[src/arc_pkg.sv]
// Package for the ASCII read command responder
package arc_pkg;
	localparam logic [7:0] CH_NL     = 8'h0A;
	localparam logic [7:0] CH_NUL    = 8'h00;
	localparam logic [7:0] CH_QUERY  = 8'h3F;
	localparam logic [7:0] CH_COLON  = 8'h3A;
	localparam logic [7:0] CH_EQUAL  = 8'h3D;
	localparam logic [7:0] CH_ZERO   = 8'h30;
	localparam logic [7:0] CH_A_UP   = 8'h41;
	localparam logic [7:0] CH_LET_A  = 8'h41;
	localparam logic [7:0] CH_LET_Z  = 8'h5A;
	localparam logic [7:0] CH_DIG_9  = 8'h39;
	localparam logic [7:0] TYPE_DELAY = 8'h44;
	localparam logic [7:0] TYPE_GAIN  = 8'h47;
	localparam logic [7:0] TYPE_SER   = 8'h53;
	localparam logic [7:0] TYPE_HWG   = 8'h58;
	localparam logic [3:0] HEX_TEN    = 4'hA;
	localparam logic [4:0] REPLY_LEN  = 5'h12;
	localparam logic [4:0] POS_SEP1   = 5'h02;
	localparam logic [4:0] POS_CNT    = 5'h03;
	localparam logic [4:0] POS_EQ     = 5'h07;
	localparam logic [4:0] POS_VAL    = 5'h08;
	localparam logic [4:0] POS_NL     = 5'h10;
	localparam logic [15:0] CNT_MAX   = 16'hFFFF;
	localparam logic [15:0] CNT_ONE   = 16'h0001;
	localparam logic [9:0]  DELAY_RST = 10'h000;
	localparam logic [7:0]  GAIN_RST  = 8'h00;
	localparam int unsigned FIFO_DEPTH = 16;

	typedef enum logic [3:0] {
		ST_TYPE  = 4'b0001,
		ST_NUM   = 4'b0010,
		ST_IND   = 4'b0100,
		ST_SEND  = 4'b1000
	} arc_state_type;

	typedef struct packed {
		logic       valid;
		logic [7:0] data;
	} arc_byte_type;

	typedef struct packed {
		logic [9:0] delay;
		logic [7:0] gain;
	} arc_cfg_type;

	typedef struct packed {
		arc_state_type state;
		logic [7:0]    ftype;
		logic [7:0]    fnum;
		logic [31:0]   value;
		logic [15:0]   count;
		logic [4:0]    pos;
		logic [1:0]    hw_gain;
		arc_cfg_type   cfg;
	} arc_regs_type;
endpackage

[src/arc_fifo.sv]
// Byte FIFO with valid/ready on both sides
`timescale 1ns/1ns
module arc_fifo
	import arc_pkg::*;
#(
	parameter int unsigned WIDTH = 8,
	parameter int unsigned DEPTH = FIFO_DEPTH
) (
	// Clock and reset
	input  wire logic             i_core_clk,
	input  wire logic             i_sys_rst,
	// Fill side
	input  wire logic             i_in_valid,
	input  wire logic [WIDTH-1:0] i_in_data,
	output logic                  o_in_ready,
	// Drain side
	output logic                  o_out_valid,
	output logic [WIDTH-1:0]      o_out_data,
	input  wire logic             i_out_ready
);
	localparam int unsigned AW = $clog2(DEPTH);

	if (DEPTH < 2 || (DEPTH & (DEPTH - 1)) != 0 || WIDTH < 1) begin : g_bad_cfg
		$error("arc_fifo: DEPTH must be a power of two >= 2");
	end

	typedef struct packed {
		logic [AW:0] wp;
		logic [AW:0] rp;
	} arc_fptr_type;

	logic [WIDTH-1:0] mem_q [DEPTH];
	arc_fptr_type     s_q;
	arc_fptr_type     s_d;
	logic             full;
	logic             empty;
	logic             push;
	logic             pop;

	assign full        = (s_q.wp[AW] != s_q.rp[AW]) && (s_q.wp[AW-1:0] == s_q.rp[AW-1:0]);
	assign empty       = (s_q.wp == s_q.rp);
	assign o_in_ready  = !full;
	assign o_out_valid = !empty;
	assign push        = i_in_valid && !full;
	assign pop         = i_out_ready && !empty;
	assign o_out_data  = mem_q[s_q.rp[AW-1:0]];

	always_comb begin
		s_d = s_q;
		if (push)
			s_d.wp = s_q.wp + 1'b1;
		if (pop)
			s_d.rp = s_q.rp + 1'b1;
	end

	always_ff @(posedge i_core_clk) begin
		if (i_sys_rst)
			s_q <= '0;
		else
			s_q <= s_d;
		if (push)
			mem_q[s_q.wp[AW-1:0]] <= i_in_data;
	end
endmodule

[src/arc_responder.sv]
// ASCII read query decoder and reply frame generator
`timescale 1ns/1ns

module arc_responder
	import arc_pkg::*;
#(
	parameter logic [31:0] SERIAL_NUMBER = 32'h0000_0000,
	parameter int unsigned TX_DEPTH      = FIFO_DEPTH
) (
	// Clock and reset
	input  wire logic       i_core_clk,
	input  wire logic       i_sys_rst,
	// Received characters
	input  wire logic       i_rx_valid,
	input  wire logic [7:0] i_rx_data,
	output logic            o_rx_ready,
	// Configuration loaded by the write path
	input  wire logic       i_cfg_load,
	input  wire logic [9:0] i_cfg_delay,
	input  wire logic [7:0] i_cfg_gain,
	// Hardware gain lines
	input  wire logic       i_hw_gain_a,
	input  wire logic       i_hw_gain_b,
	// Reply characters
	output logic            o_tx_valid,
	output logic [7:0]      o_tx_data,
	input  wire logic       i_tx_ready,
	// Current configuration
	output logic [9:0]      o_delay,
	output logic [7:0]      o_gain,
	output logic [1:0]      o_hw_gain
);
	if (TX_DEPTH < 2) begin : g_bad_depth
		$error("arc_responder: TX_DEPTH too small");
	end

	arc_regs_type s_q;
	arc_regs_type s_d;
	arc_byte_type tx_b;
	logic         fifo_ready;
	logic [7:0]   rxc;
	logic         rx_take;
	logic [3:0]   nib;
	logic         known;

	function automatic logic [7:0] hex_char(input logic [3:0] n);
		hex_char = (n < HEX_TEN) ? (CH_ZERO + {4'h0, n}) : (CH_A_UP + {4'h0, n} - {4'h0, HEX_TEN});
	endfunction

	assign rxc        = i_rx_data;
	assign o_rx_ready = (s_q.state != ST_SEND);
	assign rx_take    = i_rx_valid && o_rx_ready;
	assign known      = (s_q.ftype == TYPE_DELAY) || (s_q.ftype == TYPE_GAIN) ||
	                    (s_q.ftype == TYPE_SER) || (s_q.ftype == TYPE_HWG);

	// Character to send at the current position
	always_comb begin
		nib       = 4'h0;
		tx_b.data = CH_NUL;
		if (s_q.pos < POS_SEP1)
			tx_b.data = (s_q.pos == 5'h00) ? s_q.ftype : s_q.fnum;
		else if (s_q.pos == POS_SEP1)
			tx_b.data = CH_COLON;
		else if (s_q.pos < POS_EQ) begin
			nib = s_q.count[4'(4'(3) - 4'(s_q.pos - POS_CNT)) * 4 +: 4];
			tx_b.data = hex_char(nib);
		end else if (s_q.pos == POS_EQ)
			tx_b.data = CH_EQUAL;
		else if (s_q.pos < POS_NL) begin
			nib = s_q.value[5'(5'(7) - 5'(s_q.pos - POS_VAL)) * 4 +: 4];
			tx_b.data = hex_char(nib);
		end else if (s_q.pos == POS_NL)
			tx_b.data = CH_NL;
		else
			tx_b.data = CH_NUL;
		tx_b.valid = (s_q.state == ST_SEND);
	end

	always_comb begin
		s_d         = s_q;
		s_d.hw_gain = {i_hw_gain_b, i_hw_gain_a};
		if (i_cfg_load) begin
			s_d.cfg.delay = i_cfg_delay;
			s_d.cfg.gain  = i_cfg_gain;
		end
		unique case (s_q.state)
			ST_TYPE: begin
				if (rx_take && rxc >= CH_LET_A && rxc <= CH_LET_Z) begin
					s_d.ftype = rxc;
					s_d.state = ST_NUM;
				end
			end
			ST_NUM: begin
				if (rx_take) begin
					if (rxc >= CH_ZERO && rxc <= CH_DIG_9) begin
						s_d.fnum  = rxc;
						s_d.state = ST_IND;
					end else
						s_d.state = ST_TYPE;
				end
			end
			ST_IND: begin
				if (rx_take) begin
					s_d.state = ST_TYPE;
					if (rxc == CH_QUERY && known) begin
						s_d.pos   = '0;
						s_d.state = ST_SEND;
						s_d.count = (s_q.count == CNT_MAX) ? '0 : s_q.count + CNT_ONE;
						unique case (s_q.ftype)
							TYPE_DELAY: s_d.value = {22'h0, s_q.cfg.delay};
							TYPE_GAIN:  s_d.value = {24'h0, s_q.cfg.gain};
							TYPE_SER:   s_d.value = SERIAL_NUMBER;
							default:    s_d.value = {30'h0, s_q.hw_gain};
						endcase
					end
				end
			end
			ST_SEND: begin
				if (fifo_ready) begin
					if (s_q.pos == REPLY_LEN - 5'h01)
						s_d.state = ST_TYPE;
					else
						s_d.pos = s_q.pos + 5'h01;
				end
			end
			default: s_d.state = ST_TYPE;
		endcase
	end

	always_ff @(posedge i_core_clk) begin
		if (i_sys_rst) begin
			s_q           <= '0;
			s_q.state     <= ST_TYPE;
			s_q.cfg.delay <= DELAY_RST;
			s_q.cfg.gain  <= GAIN_RST;
		end else
			s_q <= s_d;
	end

	arc_fifo #(
		.WIDTH (8),
		.DEPTH (TX_DEPTH)
	) u_tx_fifo (
		.i_core_clk  (i_core_clk),
		.i_sys_rst   (i_sys_rst),
		.i_in_valid  (tx_b.valid),
		.i_in_data   (tx_b.data),
		.o_in_ready  (fifo_ready),
		.o_out_valid (o_tx_valid),
		.o_out_data  (o_tx_data),
		.i_out_ready (i_tx_ready)
	);

	assign o_delay   = s_q.cfg.delay;
	assign o_gain    = s_q.cfg.gain;
	assign o_hw_gain = s_q.hw_gain;
endmodule

[config.mk]
export PLATFORM = sky130hd
export DESIGN_NAME = arc_responder
export DESIGN_NICKNAME = d
export VERILOG_FILES = /design/src/arc_pkg.sv /design/src/arc_fifo.sv /design/src/arc_responder.sv
export SDC_FILE = /design/constraint.sdc
export NUM_CORES = 1
export LEC_CHECK = 0
export ABC_AREA = 1
export CORE_UTILIZATION = 43
export CTS_BUF_LIST = sky130_fd_sc_hd__clkbuf_8
export DETAILED_ROUTE_END_ITERATION = 8
export DONT_BUFFER_PORTS = 1
export PLACE_DENSITY_LB_ADDON = 0.08
export SKIP_LAST_GASP = 1
export SYNTH_ARGS = -nofsm -noshare
export SYNTH_HDL_FRONTEND = slang
export SYNTH_SLANG_ARGS = --single-unit
export TNS_END_PERCENT = 20
[constraint.sdc]
create_clock -name i_core_clk -period 3.5 [get_ports i_core_clk]
set_input_delay 0 -clock i_core_clk [delete_from_list [all_inputs] [get_ports i_core_clk]]
set_output_delay 0 -clock i_core_clk [all_outputs]
set_load 0.05 [all_outputs]
# Word level (Yosys, flattened, before mapping)
# Memories as Yosys holds them, arrays and structs flattened. A register that Yosys moved wholly into a read port is not among the register bits.
# Index checks and enable logic that the tools add are counted.
op_classes:
  n_addsub: 14
  n_bitwise: 0
  n_lt_le_gt_ge: 9
  mul: 0
  n_div: 0
  n_reduce_logical: 20
  shift: 2
  mux: 28
  n_eq_ne: 25
ops:
  columns: ["op", "count"]
  rows:
  - ["$mux 8", 8]
  - ["$eq 8x7->1 const B", 4]
  - ["$mux 4", 8]
  - ["$shiftx 32x8->4", 1]
  - ["$pmux 10 s3", 1]
  - ["$mux 5", 4]
  - ["$add 16x1->16 const B", 1]
  - ["$add 7x4->8 const A", 2]
  - ["$eq 16x16->1 const B", 1]
  - ["$mux 16", 1]
  - ["$pmux 4 s4", 1]
  - ["$shiftx 16x7->4", 1]
  - ["$sub 8x4->8 const B", 2]
  - ["$add 5x1->5 const B", 3]
  - ["$add 6x4->7 const A", 2]
  - ["$ne 2x2->1 const B", 7]
  - ["$mux 12", 1]
  - ["$eq 5x5->1 const B", 2]
  - ["$pmux 5 s2", 1]
  - ["$reduce_and 5->1", 2]
  - ["$eq 8x6->1 const B", 1]
  - ["$ge 8x6->1 const B", 1]
  - ["$ge 8x7->1 const B", 1]
  - ["$le 8x6->1 const B", 1]
  - ["28 further kinds", 41]
word_totals:
  mem_bits_rw: 128
  romBits: 0
  input_bits: 33
  out_inout_bits: 30
  latch_bits: 0
  wordCells: 110
  n_memories: 1
  register_bits: 81
mem_list:
  columns: ["memory", "words", "width", "read_ports", "rd_ports_with_merged_regs", "write_ports", "line", "source"]
  rows:
  - ["u_tx_fifo.mem_q", 16, 8, 1, 1, 1, "arc_fifo.sv:32", "logic [WIDTH-1:0] mem_q [DEPTH];"]

# Logic depth before layout (Yosys ltp)
depth:
  depth_word: 11
  ltp_mapped: 16
  mapped_depth_nobuf: 14

# Hierarchy
# Synthesis repeated with hierarchy kept, for this count alone.
hier_totals:
  cells_unflattened: 1199
  area_unflattened_um2: 10254.8
by_module_without_submodules:
  columns: ["mod", "area_per_inst_um2", "cells_each", "n_inst"]
  rows:
  - ["arc_fifo", 5995.8, 533, 1]
  - ["arc_responder", 4259.1, 666, 1]

# Worst setup path after synthesis
# Ideal clock, no wire load.
synth_path:
  kind: "reg-to-reg"
  from: "register s_q[20] (netlist name)"
  to: "memory u_tx_fifo.mem_q[0][6], data pin"
  setup_ns: 0.294
  setup_slack_ns: 0.890
  required_time_ns: 3.206
  path_stages_with_launch: 15
  period_less_slack_ns: 2.610
  n_path_buf: 2
  t_arrival_ns: 2.315
  path_cell_list: "dfxtp_1 buf_4 inv_2 buf_6 ha_1 a21oi_1 o21ai_0 o21ai_0 nand2_1 ha_1 inv_1 nor2_1 nand2_1 nand3_1 o22ai_1"
synth_lines:
  columns: ["element", "line", "source"]
  rows:
  - ["start, declared", "arc_responder.sv:37", "arc_regs_type s_q;"]
  - ["end, declared", "arc_fifo.sv:32", null]

==> results.md <==
- Syn_area_per_cell: 9.089 um^2
- Util after Layout: 49.94%
- Final HPWL from detailed placement: 16,510 um
- GP Congestion: ~0.85
- Via count: 7,646
- Largest area contributor in the netlist: edfxtp_1
- Top-area cell type share of the netlist area: between 30% and 40%
- Fill cells: around 2,200
- Placed insts: around 1,400
- Fin Clk Skew: 0.02239 ns
- GRT overflow: 0
- Synth Flop Type: edfxtp_1
- Async SR Flop Fraction: 0%
- Reg2Reg Launch Point: s_q[20]
- Clock Root Buffer: clkbuf_8
- Register area: 5549 um^2
- Postcts setup bufs: 0
- CP Data Arrival Time: between 3 and 4 ns
- Vias in the first global route: 7,450
- Worst skew pair latency: 0.54 ns
- Tot GR Track Use: between 20% and 30%
- Initial antenna violation count: 0
- Core area: 23,540 um^2
- Die X: 157.0 um
- Crit. Startpoint: s_q[20]
- Peak supply drop: 0.3242 mV
- Slew @ Worst Pin: approximately 1.2 ns
- DRT iter0 DRCs: ~420
- Count leader, synth: nand2_1
- Routed Antenna Nets: 0
- CTS Buffer Depth: 3
- Tcrit/Tclk final: between 80% and 90%
- Placed Area: 10,560 um^2
- Clk slew on worst S/H paths: roughly 0.060 ns
- Critical path startpoint category: register
- Ant. Diodes: 0
- Rows: 56
- Synthesized area: 10,330 um^2
- Via/cell ratio: between 5 and 6
- Hold Fails Final Rpt: 0
- Port buffer count: 0
- Post-synth EDFFs: around 130
- RSZ-0062 raised after global routing: false
- Syn. warnings: 0
- Setup tns final: 0 ns
- Number of max-slew violations in the final report: 0
- Post-synth top cells: nand2_1 (188), edfxtp_1 (128), inv_1 (110)
- Multi-input logic area: 3909 um^2
- Min-delay src: i_rx_data[7]
- Hold Path Class: input pin to register
- Register area share after synthesis: between 50% and 60%
- Ranking of synthesized cells by area: edfxtp_1 (37%), dfxtp_1 (16%), nand2_1 (6.8%), o21ai_0 (4.1%), a21oi_1 (4.1%)
- Non-filler cells, final: 1,529
- Final nets: ~1,200
- Cells after Synth: 1,137
- Grt peak-use layer: met2
- Share of layout cells above drive strength 1: between 10% and 20%
- Largest net degree at the start of global routing: between 50 and 60
- CP required: about 3.7 ns
- Status: completed
- Critical path class: register to register
- DRT Pass-1 Iters: 5
- Slew margin rel.: roughly 20%
- DRC: 0
- CTS Sinks: between 200 and 250
- Leakage: 4.465 nW
- Starting Density: between 40% and 50%
- H-Tree Level Count: 2
- First-pass GRT wire length: between 40,000 and 50,000 um
- Achievable frequency: 0.3258 GHz
- M2 GR Usage: 38.98%
- Detailed Route WL: roughly 26,000 um
- Met3 GRT Util: 3.717%
- DR WL/cell: ~17 um
- Crit path capture type: register
- Crit path time final: 3.069 ns
- Final setup vio count: 0
- Die Ht: between 150 and 200 um
- Global-route met1 utilization: a little over a quarter
- Distinct cells, synth: 45
- Post-synth net total: approximately 1,200
- MaxCap Viol Count: 0
- IO Pins: 63
- Synth Register Bits: 213
- CTS Buf Count: 38
- CTS tree: done
- Worst-path maximum fanout: 16
- Area Overhead vs Synth: 13.77%
- Final Instance Area: about 12,000 um^2
- Die area: ~25,000 um^2
- Power Density: between 400 and 500 nW/um^2
per-layer routing:
| layer | up-vias | wire length, um |
|---|---|---|
| li1 | 3928 | - |
| met1 | 3539 | 11040 |
| met2 | 140 | 12950 |
| met3 | 39 | 1086 |
| met4 | 0 | 463 |
| met5 | - | 0 |
final timing paths:
check | end | slack, ns | cells past startpoint
setup / recovery | u_tx_fifo.mem_q[13][4] | 0.43 | 14
hold / removal | s_q[89] | 0.04 | 7
setup reg to reg | u_tx_fifo.mem_q[13][4] | 0.43 | 14
hold reg to reg | s_q[79] | 0.45 | 2
critical path, cell delays in order (launching register included):
cell     delay (ns)
dfxtp_1        0.43
inv_2          0.15
ha_1           0.39
inv_1          0.14
nand3_1        0.08
nand2_1        0.09
inv_1          0.05
nand2_1        0.06
ha_1           0.16
inv_1          0.06
nor2_1         0.09
nand2_1        0.06
nand3_1        0.10
nor2_1         0.05
a21oi_1        0.80
repair_timing:
item | CTS | global route
hold buffers | 44 | 0
endpoints found under the setup margin | 0 | 0
hold endpoints to repair | 77 | 0
gates resized for setup | 0 | 0
kinds of logic after synthesis:
| family | after synthesis | share of synthesized area (%) |
|---|---|---|
| compound gates | 231 | 12.59 |
| xor+xnor | 17 | 1.441 |
| fa+ha+maj | 12 | 1.453 |
| buf+inv | 196 | 8.512 |
| flops | 213 | 53.66 |
| mux | 32 | 3.100 |
| simple gates | 436 | 19.24 |
layout by cell type (no fill, tap or decap), drive strengths merged, types with 29 or more instances in the layout:
| cell | netlist | routed |
|---|---|---|
| o21ai | 94 | 94 |
| dlygate4sd3 | 0 | 43 |
| nor2 | 107 | 107 |
| inv | 125 | 142 |
| mux2i | 32 | 32 |
| a21oi | 94 | 94 |
| o211ai | 36 | 36 |
| edfxtp | 128 | 128 |
| nand2 | 218 | 218 |
| dfxtp | 85 | 85 |
| nand3 | 72 | 72 |
| buf | 41 | 29 |
| clkbuf | 27 | 40 |
metrics by stage:
stage          worst slack [ns]  hold slack [ns]  total power, mW
2_1_floorplan            0.8903           0.1070            3.063
5_1_grt                 0.08945          0.07504            5.588
3_5_place_dp             0.4273          0.07238            3.102
4_1_cts                  0.3879          0.01243            5.444
3_3_place_gp             0.4921          0.07245            3.100
6_report                 0.4306          0.04493            5.367
flip-flops by register name (all words and copies together) (netlist names), named ones only:
register,flops
o_gain,8
u_tx_fifo.mem_q,128
o_hw_gain,2
o_delay,10
u_tx_fifo.s_q,10
s_q,51
where the power goes:
| part | switching (mW) | total [mW] | internal (mW) | leakage [nW] |
|---|---|---|---|---|
| Combinational | 0.219 | 0.336 | 0.117 | 2.15 |
| Clock | 1.04 | 2.27 | 1.22 | 0.436 |
| Sequential | 0.0862 | 2.77 | 2.68 | 1.88 |
cell type report:
cell class | count | area share (%)
repair buffers | 72 | 5.726
clock inverters | 29 | 1.650
clock buffers | 40 | 4.683
multi-input cells | 728 | 33.25
inverters | 128 | 4.097
flip-flops and latches | 213 | 47.20
well taps | 319 | 3.395
(Power assumes the default switching activity.)
